--- src/include/arwc_pkg.sv ---
// Package: register map, field layout, reset values and carrier types of the result window comparator
package arwc_pkg;

  // Register byte offsets
  localparam logic [7:0] OFF_CONTROL    = 8'h00;
  localparam logic [7:0] OFF_CHAN_LOW   = 8'h04;
  localparam logic [7:0] OFF_CHAN_HIGH  = 8'h08;
  localparam logic [7:0] OFF_LOW_THR    = 8'h0C;
  localparam logic [7:0] OFF_HIGH_THR   = 8'h10;
  localparam logic [7:0] OFF_IRQ_STATUS = 8'h14;
  localparam logic [7:0] OFF_IRQ_MASK   = 8'h18;

  // Control register field positions
  localparam int POS_BELOW_LOW   = 0;
  localparam int POS_ABOVE_LOW   = 1;
  localparam int POS_BELOW_HIGH  = 2;
  localparam int POS_ABOVE_HIGH  = 3;
  localparam int POS_INSIDE      = 4;
  localparam int POS_EVENT_FLAG  = 5;
  localparam int POS_IRQ_ENABLE  = 6;
  localparam int POS_COMP_ON     = 7;
  localparam int POS_SOURCE_LSB  = 8;

  // Reset values
  localparam logic [7:0]  RST_CONTROL = 8'h00;
  localparam logic [15:0] RST_CHAN    = 16'h0000;
  localparam logic [15:0] RST_THR     = 16'h0000;
  localparam logic [4:0]  RST_SOURCE  = 5'h00;
  localparam logic [1:0]  RST_IRQ     = 2'h0;

  // AXI responses
  localparam logic [1:0] RESP_OKAY   = 2'h0;
  localparam logic [1:0] RESP_SLVERR = 2'h2;

  // One conversion result delivered by a converter core
  typedef struct packed {
    logic        valid;
    logic [4:0]  channel;
    logic [15:0] value;
  } arwc_result_s;

  // Writable part of the control register
  typedef struct packed {
    logic comp_on;
    logic irq_enable;
    logic inside_window_sel;
    logic at_or_above_high_sel;
    logic below_high_sel;
    logic at_or_above_low_sel;
    logic below_low_sel;
  } arwc_ctrl_s;

endpackage : arwc_pkg

--- src/hw/arwc_match.sv ---
// Combinational window match of one conversion result against the threshold pair
`timescale 1ns/1ps
module arwc_match (
  input  wire arwc_pkg::arwc_result_s result,
  input  wire arwc_pkg::arwc_ctrl_s   ctrl,
  input  wire logic [31:0]            channel_use_mask,
  input  wire logic [15:0]            low_threshold,
  input  wire logic [15:0]            high_threshold,
  output wire logic                   hit
);
  import arwc_pkg::*;

  // Unsigned compares; a signed result format would need signed thresholds
  wire logic below_low  = result.value < low_threshold;
  wire logic below_high = result.value < high_threshold;
  wire logic used       = channel_use_mask[result.channel];
  wire logic any_cond;

  // Selected conditions are alternatives
  assign any_cond = (ctrl.below_low_sel        &  below_low)
                  | (ctrl.at_or_above_low_sel  & ~below_low)
                  | (ctrl.below_high_sel       &  below_high)
                  | (ctrl.at_or_above_high_sel & ~below_high)
                  | (ctrl.inside_window_sel    & ~below_low & below_high);
  assign hit = result.valid & used & ctrl.comp_on & any_cond;

endmodule : arwc_match

--- src/hw/arwc_flag.sv ---
// Sticky flag where a set wins over a same-cycle clear
`timescale 1ns/1ps
module arwc_flag (
  input  wire logic clock,
  input  wire logic rst,
  input  wire logic set,
  input  wire logic clear,
  output logic      flag
);
  import arwc_pkg::*;

  wire logic next_flag = set | (flag & ~clear);

  // Events are never lost to a clear in the same cycle
  always_ff @(posedge clock) begin
    if (rst) begin
      flag <= 1'b0;
    end else begin
      flag <= next_flag;
    end
  end

endmodule : arwc_flag

--- src/hw/arwc_top.sv ---
// Result window comparator with AXI4-Lite registers and interrupt outputs
// How it works
// - On each event the number of the source input is stored in a 5-bit field, 11111 for input 31 down to 00000.
// - Clearing comparator_on stops event detection and clears the sticky event flag.
// - With irq_enable set each event sets both status bits and raises the individual and the common interrupt where irq_mask allows; clear, neither is raised.
// - A software read of the control word holding event_source_index clears the sticky event flag.
// - The event flag is set by every event and stays set until the next read of the source index or until comparator_on is cleared.
// - inside_window_sel signals an event when low_threshold <= result < high_threshold.
// - at_or_above_high_sel signals an event when result >= high_threshold.
// - below_high_sel signals an event when result < high_threshold.
// - at_or_above_low_sel signals an event when result >= low_threshold.
// - below_low_sel signals an event when result < low_threshold.
// - Control bits 15 to 13 ignore writes and read as zero.
// - Each bit of channel_use_mask admits results of its input channel; a zero bit excludes it.
`timescale 1ns/1ps
module arwc_top (
  input  wire logic                   clock,
  input  wire logic                   rst,
  input  wire arwc_pkg::arwc_result_s result,
  input  wire logic [7:0]             s_axi_awaddr,
  input  wire logic                   s_axi_awvalid,
  output logic                        s_axi_awready,
  input  wire logic [31:0]            s_axi_wdata,
  input  wire logic [3:0]             s_axi_wstrb,
  input  wire logic                   s_axi_wvalid,
  output logic                        s_axi_wready,
  output logic [1:0]                  s_axi_bresp,
  output logic                        s_axi_bvalid,
  input  wire logic                   s_axi_bready,
  input  wire logic [7:0]             s_axi_araddr,
  input  wire logic                   s_axi_arvalid,
  output logic                        s_axi_arready,
  output logic [31:0]                 s_axi_rdata,
  output logic [1:0]                  s_axi_rresp,
  output logic                        s_axi_rvalid,
  input  wire logic                   s_axi_rready,
  output logic                        event_irq,
  output logic                        common_irq,
  output logic                        irq
);
  import arwc_pkg::*;

  // Register state
  arwc_ctrl_s  ctrl;
  logic [31:0] channel_use_mask;
  logic [15:0] low_threshold;
  logic [15:0] high_threshold;
  logic [4:0]  event_source_index;
  logic [1:0]  irq_mask;
  logic [1:0]  irq_status;
  logic        event_flag;
  logic        aw_held;
  logic        w_held;
  logic [7:0]  aw_addr;
  logic [31:0] w_data;
  logic [3:0]  w_strb;

  // Byte-lane merge, used for every writable register except the write-one-to-clear status
  function automatic logic [31:0] merge(input logic [31:0] old, input logic [31:0] data, input logic [3:0] strb);
    logic [31:0] m;
    m = old;
    for (int i = 0; i < 4; i++) begin
      if (strb[i]) begin
        m[i*8 +: 8] = data[i*8 +: 8];
      end
    end
    return m;
  endfunction : merge

  // Comparator datapath
  wire logic hit;
  arwc_match u_match (
    .result           (result),
    .ctrl             (ctrl),
    .channel_use_mask (channel_use_mask),
    .low_threshold    (low_threshold),
    .high_threshold   (high_threshold),
    .hit              (hit)
  );

  // Write channel: address and data are taken in either order, each held until both arrive
  wire logic aw_take  = s_axi_awvalid & s_axi_awready;
  wire logic w_take   = s_axi_wvalid & s_axi_wready;
  wire logic wr_go    = aw_held & w_held & ~s_axi_bvalid;
  wire logic wr_ctrl  = wr_go & (aw_addr == OFF_CONTROL);
  wire logic wr_cl    = wr_go & (aw_addr == OFF_CHAN_LOW);
  wire logic wr_ch    = wr_go & (aw_addr == OFF_CHAN_HIGH);
  wire logic wr_lo    = wr_go & (aw_addr == OFF_LOW_THR);
  wire logic wr_hi    = wr_go & (aw_addr == OFF_HIGH_THR);
  wire logic wr_st    = wr_go & (aw_addr == OFF_IRQ_STATUS);
  wire logic wr_mk    = wr_go & (aw_addr == OFF_IRQ_MASK);
  wire logic wr_known = wr_ctrl | wr_cl | wr_ch | wr_lo | wr_hi | wr_st | wr_mk;

  // Read channel: answer one cycle after the address is taken
  wire logic ar_take  = s_axi_arvalid & s_axi_arready;
  wire logic rd_ctrl  = ar_take & (s_axi_araddr == OFF_CONTROL);
  wire logic [31:0] ctrl_word = {16'h0000, 3'h0, event_source_index, ctrl.comp_on, ctrl.irq_enable,
                                 event_flag, ctrl.inside_window_sel, ctrl.at_or_above_high_sel,
                                 ctrl.below_high_sel, ctrl.at_or_above_low_sel, ctrl.below_low_sel};
  logic [31:0] rd_word;
  logic        rd_known;
  always_comb begin
    rd_known = 1'b1;
    unique case (s_axi_araddr)
      OFF_CONTROL:    rd_word = ctrl_word;
      OFF_CHAN_LOW:   rd_word = {16'h0000, channel_use_mask[15:0]};
      OFF_CHAN_HIGH:  rd_word = {16'h0000, channel_use_mask[31:16]};
      OFF_LOW_THR:    rd_word = {16'h0000, low_threshold};
      OFF_HIGH_THR:   rd_word = {16'h0000, high_threshold};
      OFF_IRQ_STATUS: rd_word = {30'h0, irq_status};
      OFF_IRQ_MASK:   rd_word = {30'h0, irq_mask};
      default: begin
        rd_word  = 32'h00000000;
        rd_known = 1'b0;
      end
    endcase
  end

  // Merged write values
  wire logic [31:0] ctrl_m = merge(ctrl_word, w_data, w_strb);
  wire logic [31:0] cl_m   = merge({16'h0000, channel_use_mask[15:0]}, w_data, w_strb);
  wire logic [31:0] ch_m   = merge({16'h0000, channel_use_mask[31:16]}, w_data, w_strb);
  wire logic [31:0] lo_m   = merge({16'h0000, low_threshold}, w_data, w_strb);
  wire logic [31:0] hi_m   = merge({16'h0000, high_threshold}, w_data, w_strb);
  wire logic [31:0] mk_m   = merge({30'h0, irq_mask}, w_data, w_strb);
  wire logic [1:0]  st_clr = (wr_st & w_strb[0]) ? w_data[1:0] : 2'h0;

  // Sticky event flag: cleared by reading the source index or by switching off
  wire logic off_now  = ~ctrl.comp_on | (wr_ctrl & ~ctrl_m[POS_COMP_ON]);
  wire logic flag_clr = rd_ctrl | off_now;
  wire logic flag_set = hit & ~(wr_ctrl & ~ctrl_m[POS_COMP_ON]);
  arwc_flag u_flag (
    .clock (clock),
    .rst   (rst),
    .set   (flag_set),
    .clear (flag_clr),
    .flag  (event_flag)
  );

  // Interrupt events: bit 0 is a comparator event with irq_enable, bit 1 the same event for the common line
  wire logic       irq_event = flag_set & ctrl.irq_enable;
  wire logic [1:0] next_irq_status = {2{irq_event}} | (irq_status & ~st_clr);

  // Bus handshake state
  always_ff @(posedge clock) begin
    if (rst) begin
      s_axi_awready <= 1'b1;
      s_axi_wready  <= 1'b1;
      aw_held       <= 1'b0;
      w_held        <= 1'b0;
      aw_addr       <= 8'h00;
      w_data        <= 32'h00000000;
      w_strb        <= 4'h0;
      s_axi_bvalid  <= 1'b0;
      s_axi_bresp   <= RESP_OKAY;
    end else begin
      if (aw_take) begin
        aw_held       <= 1'b1;
        aw_addr       <= {s_axi_awaddr[7:2], 2'b00};
        s_axi_awready <= 1'b0;
      end
      if (w_take) begin
        w_held       <= 1'b1;
        w_data       <= s_axi_wdata;
        w_strb       <= s_axi_wstrb;
        s_axi_wready <= 1'b0;
      end
      if (wr_go) begin
        aw_held      <= 1'b0;
        w_held       <= 1'b0;
        s_axi_bvalid <= 1'b1;
        s_axi_bresp  <= wr_known ? RESP_OKAY : RESP_SLVERR;  // Unmapped writes are refused
      end
      if (s_axi_bvalid & s_axi_bready) begin
        s_axi_bvalid  <= 1'b0;
        s_axi_awready <= 1'b1;
        s_axi_wready  <= 1'b1;
      end
    end
  end

  // Read answer; arready drops while a read answer is pending
  always_ff @(posedge clock) begin
    if (rst) begin
      s_axi_arready <= 1'b1;
      s_axi_rvalid  <= 1'b0;
      s_axi_rdata   <= 32'h00000000;
      s_axi_rresp   <= RESP_OKAY;
    end else if (ar_take) begin
      s_axi_arready <= 1'b0;
      s_axi_rvalid  <= 1'b1;
      s_axi_rdata   <= rd_word;
      s_axi_rresp   <= rd_known ? RESP_OKAY : RESP_SLVERR;
    end else if (s_axi_rvalid & s_axi_rready) begin
      s_axi_rvalid  <= 1'b0;
      s_axi_arready <= 1'b1;
    end
  end

  // Writable registers; bits 15..8 and the flag bit of control are not stored
  always_ff @(posedge clock) begin
    if (rst) begin
      ctrl             <= arwc_ctrl_s'(RST_CONTROL[6:0]);
      channel_use_mask <= {RST_CHAN, RST_CHAN};
      low_threshold    <= RST_THR;
      high_threshold   <= RST_THR;
      irq_mask         <= RST_IRQ;
    end else begin
      if (wr_ctrl) begin
        ctrl <= {ctrl_m[POS_COMP_ON], ctrl_m[POS_IRQ_ENABLE], ctrl_m[POS_INSIDE:POS_BELOW_LOW]};
      end
      if (wr_cl) begin
        channel_use_mask[15:0] <= cl_m[15:0];
      end
      if (wr_ch) begin
        channel_use_mask[31:16] <= ch_m[15:0];
      end
      if (wr_lo) begin
        low_threshold <= lo_m[15:0];
      end
      if (wr_hi) begin
        high_threshold <= hi_m[15:0];
      end
      if (wr_mk) begin
        irq_mask <= mk_m[1:0];
      end
    end
  end

  // Source index capture, status and interrupt outputs
  always_ff @(posedge clock) begin
    if (rst) begin
      event_source_index <= RST_SOURCE;
      irq_status         <= RST_IRQ;
      event_irq          <= 1'b0;
      common_irq         <= 1'b0;
      irq                <= 1'b0;
    end else begin
      if (flag_set) begin
        event_source_index <= result.channel;
      end
      irq_status <= next_irq_status;           // Set wins over write-one-to-clear
      event_irq  <= next_irq_status[0] & irq_mask[0];
      common_irq <= next_irq_status[1] & irq_mask[1];
      irq        <= |(next_irq_status & irq_mask);
    end
  end

  // Silence unused bits of the merged control word and of the other merged write values
  wire logic unused_ok = &{1'b0, ctrl_m[31:8], ctrl_m[POS_EVENT_FLAG], cl_m[31:16], ch_m[31:16], lo_m[31:16],
                           hi_m[31:16], mk_m[31:2]};

endmodule : arwc_top

--- config.mk ---
export PLATFORM = sky130hd
export DESIGN_NAME = arwc_top
export DESIGN_NICKNAME = d
export VERILOG_FILES = /design/src/include/arwc_pkg.sv /design/src/hw/arwc_match.sv /design/src/hw/arwc_flag.sv /design/src/hw/arwc_top.sv
export SDC_FILE = /design/constraint.sdc
export NUM_CORES = 1
export LEC_CHECK = 0
export ABC_AREA = 1
export BUFFER_PORTS_ARGS = -buffer_cell sky130_fd_sc_hd__buf_2
export CAP_MARGIN = 5
export CORE_AREA = 2 2 212 110
export CTS_CLUSTER_DIAMETER = 30
export CTS_CLUSTER_SIZE = 10
export DETAILED_ROUTE_END_ITERATION = 10
export DIE_AREA = 0 0 214 112
export PLACE_DENSITY_LB_ADDON = 0.1
export SYNTH_ARGS = -nofsm -noshare
export SYNTH_HDL_FRONTEND = slang
export SYNTH_SLANG_ARGS = --single-unit
export TNS_END_PERCENT = 100
--- constraint.sdc ---
create_clock -name clock -period 1.9 [get_ports clock]
set_input_delay 0.19 -clock clock [delete_from_list [all_inputs] [get_ports clock]]
set_output_delay 0.19 -clock clock [all_outputs]
set_load 0.02 [all_outputs]
# Yosys cells after proc, flatten, opt, wreduce, memory -nomap -nowiden
# Index checks and enable logic that the tools add are counted.
[word_totals]
latchBits = 0
register_bits = 151
mem_count = 0
inputBits = 81
output_inout_bits = 44
mem_bits_ro = 0
ramBits = 0
[op_classes]
div_mod_pow = 0
bitwise = 55
order_cmp = 3
n_eq_ne = 12
addsub = 0
mux = 12
reduce_logical = 17
multipliers = 0
shifts = 0
[ops]
columns = ["operator", "n"]
rows = [
  ["one-hot mux 16 bit (7 select lines)", 1],
  ["< comparator 16 bit", 2],
  ["bitwise AND 1 bit", 31],
  ["== test 8 x 5 -> 1 bit (second input constant)", 3],
  ["AND reduction 2 bit", 10],
  ["== test 6 x 3 -> 1 bit (second input constant)", 3],
  ["== test 8 x 4 -> 1 bit (second input constant)", 2],
  ["zero test 8 bit", 2],
  ["OR 1 bit", 13],
  ["== test 6 x 2 -> 1 bit (second input constant)", 2],
  ["== test 8 x 3 -> 1 bit (second input constant)", 1],
  ["two-way mux 8 bit", 1],
  ["NOT 1 bit", 7],
  ["OR reduction 7 bit", 1],
  ["== test 6 x 1 -> 1 bit (second input constant)", 1],
  ["< comparator 5 x 6 -> 1 bit (second input constant)", 1],
  ["two-way mux 1 bit", 6],
  ["two-way mux 2 bit", 3],
  ["OR reduction 2 bit", 3],
  ["binary-select mux 1 bit (select 5 bit)", 1],
  ["bitwise AND 2 bit", 2],
  ["NOT 2 bit", 1],
  ["OR 2 bit", 1],
  ["nonzero test 2 bit", 1],
]

# Depth between registers and ports, before layout
[depth]
ltp_word = 13
mapped_depth = 18

# Cells and area by module
# Synthesis repeated with hierarchy kept, for this count alone.
[unflattened]
hier_cells = 975
hier_area_um2 = 6924.1
[modules_own_cells]
columns = ["mod", "area_per_inst_um2", "n_inst", "cells_per_inst", "seq_area_each_um2"]
rows = [
  ["arwc_top", 5699.2, 1, 760, 2642.5],
  ["arwc_match", 1184.9, 1, 210, 0.0],
  ["arwc_flag", 40.0, 1, 5, 20.0],
]

# Worst setup path after synthesis
# OpenSTA, ideal clock, no wires.
[synth_path]
kind = "register to register"
start = "register low_threshold[5]"
end = "register event_source_index[0]"
t_required_ns = 1.787
arrival_ns = 1.616
stages_incl_launch_ff = 17
n_path_buf = 0
slack_ns = 0.171
path_cell_list = "dfxtp_1 -> inv_1 -> ha_1 -> a21oi_1 -> nor2_1 -> nor3_1 -> nand2_1 -> nand2_1 -> nand2_1 -> nand2_1 -> nand2_1 -> inv_1 -> nand3_1 -> nand2_4 -> inv_4 -> nor2_1 -> nor2_1"
[synth_via]
elab_chain_len = 9
word_cells_on_any_way = 12
[synth_rtl]
columns = ["element", "line_no", "text"]
rows = [
  ["from (decl)", "arwc_top.sv:46", "logic [15:0] low_threshold;"],
  ["from (signal assigned)", "arwc_top.sv:219", "low_threshold <= lo_m[15:0];"],
  ["< comparator 16 bit (*)", "arwc_match.sv:14", "wire logic below_low = result.value < low_threshold;"],
  ["NOT 1 bit", "arwc_match.sv:21, arwc_match.sv:24", ""],
  ["bitwise AND 1 bit", "arwc_match.sv:21", "| (ctrl.at_or_above_low_sel & ~below_low)"],
  ["OR 1 bit", "arwc_match.sv:21", ""],
  ["OR 1 bit", "arwc_match.sv:22", "| (ctrl.below_high_sel & below_high)"],
  ["OR 1 bit", "arwc_match.sv:23", "| (ctrl.at_or_above_high_sel & ~below_high)"],
  ["OR 1 bit (*)", "arwc_match.sv:24", "| (ctrl.inside_window_sel & ~below_low & below_high);"],
  ["bitwise AND 1 bit (*)", "arwc_match.sv:25", "assign hit = result.valid & used & ctrl.comp_on & any_cond;"],
  ["bitwise AND 1 bit (*)", "arwc_top.sv:131", "wire logic flag_set = hit & ~(wr_ctrl & ~ctrl_m[POS_COMP_ON]);"],
  ["to (signal assigned)", "arwc_top.sv:240", "event_source_index <= result.channel;"],
  ["to (decl)", "arwc_top.sv:48", "logic [4:0] event_source_index;"],
]
# Every way passes the cells marked *; elsewhere a longest branch is shown, timed or not.
# A chain may end at the register's enable or synchronous reset.

# Final worst setup path
[layout_path]
start = "register low_threshold[15]"
end = "register irq"
[layout_via]
elab_chain_len = 13
word_cells_on_any_way = 16
[layout_rtl]
columns = ["element", "line_no", "text"]
rows = [
  ["< comparator 16 bit (*)", "arwc_match.sv:14", ""],
  ["NOT 1 bit", "arwc_match.sv:21, arwc_match.sv:24", ""],
  ["bitwise AND 1 bit", "arwc_match.sv:21", ""],
  ["OR 1 bit", "arwc_match.sv:21", ""],
  ["OR 1 bit", "arwc_match.sv:22", ""],
  ["OR 1 bit", "arwc_match.sv:23", ""],
  ["OR 1 bit (*)", "arwc_match.sv:24", ""],
  ["bitwise AND 1 bit (*)", "arwc_match.sv:25", ""],
  ["bitwise AND 1 bit (*)", "arwc_top.sv:131", ""],
  ["bitwise AND 1 bit (*)", "arwc_top.sv:141", "wire logic irq_event = flag_set & ctrl.irq_enable;"],
  ["OR 2 bit (*)", "arwc_top.sv:142", "wire logic [1:0] next_irq_status = {2{irq_event}} | (irq_status & ~st_clr);"],
  ["bitwise AND 2 bit (*)", "arwc_top.sv:245", "irq <= |(next_irq_status & irq_mask);"],
  ["OR reduction 2 bit (*)", "arwc_top.sv:245", ""],
  ["to (signal assigned)", "arwc_top.sv:245", ""],
  ["to (decl)", "arwc_top.sv:39", "output logic irq"],
]
# Marked as above.

==> results.toml <==
[sta]
maxSlewViolCount = 0
timing.hold.ws_ps = 16.0
finalHoldViolCount = 0
finClkSkew_ps = 9.96
tightest_slew_ps = 636
maxSlewHeadroom_pct = 57.5
fmax_mhz = 519
setup_viol = 8
final.setup.worst_slack_ps = -26.0
grt_setup_unrepaired = "true"
period_minus_slack_ps = 1930
min_period_over_period_pct = 101
aggregate_negative_setup_slack_ps = -119

[min_path]
min_delay_worst_endpoint = "aw_addr[6]$_SDFFE_PP0P_"
hold_path_depth = 3
hold_path.startpoint = "s_axi_awaddr[6]"
hp-class = "input port to flip-flop"

[cts]
tritoncts = "done"
worstSkewPairLatency_ps = 430
numClockSinks = 133
htreeDepth = 4
path_clk_slew_ps = 60
cts.root.buffer_cell = "clkbuf_16"
hold_fix_buffer_count_after_cts = 0
cts_buffer_depth = 2
numCtsBuffers = 17

[placed_design]
place.gp.congestion = 0.863
place.detailed.instances = 1305
portBuffers = 86
detailedPlacementHpwl_mm = 17.7
post_dp_cell_area_sq_um = 7700

[setup_path]
crit_path_cell_trace = "inv_2 > ha_4 > nand2_4 > inv_2 > nand3_4 > nor3_2 > buf_4 > nand2_4 > nand2_4 > nand2_2 > nand2_2 > inv_2 > nand3_4 > nand3_4 > nand2_1 > nand2_1 > nand2_1"
r2r_slack_ps = -30
worstPathArrival_ps = 2300
cp_slowest_cell = "dfxtp_2"
path_max_fanout = 4
crit-reg2reg-capture = "irq$_SDFF_PP0_"
reg_to_reg_critical_path_startpoint = "low_threshold[15]$_SDFFE_PP0P_"
critical_path_required_ps = 2270
startpoint_type = "flip-flop"
worst_setup_path_end_kind = "flip-flop"
timing.critical_path.max_delay_family = "simple AND/OR/NAND/NOR gates"
cp_slowest_stage_delay_ps = 320
critical_path.n_buffers_inverters = 4
worst-r2r-cell-count = 17
critical_path_class = "flip-flop to flip-flop"

[yosys]
yosys_most_used_dff = "dfxtp_1"
synth-edff-count = 0
netlist_top_cells_count = "dfxtp_1, a21oi_1, nand2_1"
post-synth-top-area-fraction_pct = 41.0
synth_area_sq_um = 6490
yosys_warnings = 0
yosys_register_bits = 133
synth-seq-area-share_pct = 41.0
yosys-top-cells-area = "dfxtp_1, a21oi_1, o21ai_0, nand2_1, inv_1"
synth_largest_area_cell = "dfxtp_1"
synthesis.instances = 867
postSynthAreaPerCell_sq_um = 7.49
async_flop_share_pct = 0
synthDistinctLibCells = 39
synth_most_common_cell = "dfxtp_1"

[drt]
vias = 6220
route.detailed.drc = 0
drtIter0Drc = 416
totalWireLength_mm = 23.0
avgRoutedWirePerCell_um = 17.1
routed_via_density = 4.63
drt.antenna.violating_nets = 0
detail_route.first_pass.iterations = 5

[global_routing]
gr-usage-all-layers_pct = 19.4
grt_overflow = 0
number_of_antenna_violations_at_the_first_check_in_global_routing = 0
grt_start_max_net_pins = 46
grt_pass1_vias = 5816
grt_first_pass_wirelength_mm = 35.1

[die]
die_ar_sq_um = 24000
fp.dieH_um = 112
row_count = 39
top_level_ports = 125
chipWidth_um = 214
core_sq_um = 22200
start_util_pct = 29.2

[finish]
nets = 1134
stdcell_area_sq_um = 8870
final_layout_size_suffix_gt1_share_pct = 32.5
final.fill_count = 2315
syn_to_final_growth_pct = 36.6
finish.cell_count_without_fillers = 1343
diodes = 0

[power]
totalPowerFinal_mw = 7.43
peak_supply_drop_uv = 382
powerDensity_nw_per_um2 = 837
leakagePower_nw = 3.58

[run_status]
result_of_the_run = "finished, violations left"
failed_checks = "setup timing"

[flow_run]
drv.max_cap_violation_count = 0
worst max-delay path by stage:
stage | start | to | cells after the start
floorplan | low_threshold[5]$_SDFFE_PP0P_ | event_source_index[0]$_SDFFE_PP0P_ | 16
global placement | low_threshold[11]$_SDFFE_PP0P_ | irq$_SDFF_PP0_ | 15
detailed placement | low_threshold[11]$_SDFFE_PP0P_ | irq$_SDFF_PP0_ | 15
CTS | high_threshold[5]$_SDFFE_PP0P_ | irq$_SDFF_PP0_ | 15
global route | low_threshold[15]$_SDFFE_PP0P_ | irq$_SDFF_PP0_ | 17
finish | low_threshold[15]$_SDFFE_PP0P_ | irq$_SDFF_PP0_ | 17
cell type report:
class	instances	area [sq um]	share of cell area, %
multi-input cells	577	3530	39.8
flip-flops and latches	133	2680	30.2
repair buffers	177	1170	13.2
inverters	117	447	5.04
clock buffers	18	439	4.95
well taps	307	384	4.33
clock inverters	14	223	2.51
per-stage QoR:
stage | worst slack, ps | utilization (%)
floorplan | 171 | -
global placement | -245 | 34.7
detailed placement | -216 | 34.7
CTS | -60.4 | 39.0
global route | -147 | 39.9
finish | -26.0 | 39.9
worst min-delay path: stages:
cell and delay (ps):
buf_2 70, o21ai_0 70, nor2_1 80
sequential cells by signal, indices dropped and copies added, names as in the netlist:
register            cells
s_axi_bresp             1
aw_addr                 6
w_strb                  2
aw_held                 1
s_axi_rdata            16
channel_use_mask       32
s_axi_rresp             1
s_axi_rvalid            1
irq                     1
s_axi_arready           1
common_irq              1
irq_mask                2
w_held                  1
s_axi_wready            1
low_threshold          16
high_threshold         16
w_data                 16
irq_status              2
u_flag.flag             1
event_source_index      5
event_irq               1
ctrl                    7
s_axi_awready           1
s_axi_bvalid            1
power breakdown:
| group | switching, mW | internal [mW] | leakage, nW |
|---|---|---|---|
| logic | 0.458 | 0.268 | 2.18 |
| clock network | 1.40 | 2.38 | 0.318 |
| registers | 0.0707 | 2.85 | 1.09 |
what timing repair did:
item                                    4_1_cts  5_1_grt
endpoints found under the setup margin       11       15
gates resized for setup                      68       44
buffers inserted                              4        3
pin swaps                                    27       26
kinds of logic after synthesis:
kind of cell	Yosys count	share of synthesized area (%)
compound gates	308	25.9
simple gates	221	15.1
buf+inv	174	12.2
flops	133	41.0
fa+ha+maj	30	5.78
other cells	1	0.0578
cells in the final DEF (no fill, tap or decap), drive strengths merged:
master / synthesis / routed
a211oi: 20 / 20
o22ai: 10 / 10
dfxtp: 133 / 133
nand4: 2 / 2
o21ai: 125 / 125
conb: 1 / 18
buf: 34 / 177
bufinv: 0 / 5
nor2: 71 / 71
o21a: 1 / 1
clkinv: 0 / 3
a31oi: 1 / 1
nand3: 25 / 25
clkinvlp: 0 / 2
nand2: 115 / 115
clkbuf: 23 / 18
o221ai: 10 / 10
or2: 1 / 1
a311oi: 1 / 1
inv: 117 / 121
o211ai: 7 / 7
a32o: 1 / 1
nor4: 1 / 1
nor3: 6 / 6
ha: 30 / 30
a221oi: 1 / 1
a21oi: 131 / 131
per-layer routing:
metal | vias up | GRT usage, % | part of all wire (%)
li1 | 3201 | - | -
met4 | 0 | 4.99 | 1.0
met3 | 16 | 4.95 | 7.0
met1 | 2832 | 33.1 | 59
met2 | 171 | 22.2 | 33
met5 | - | 0 | 0
(Power assumes the default switching activity.)
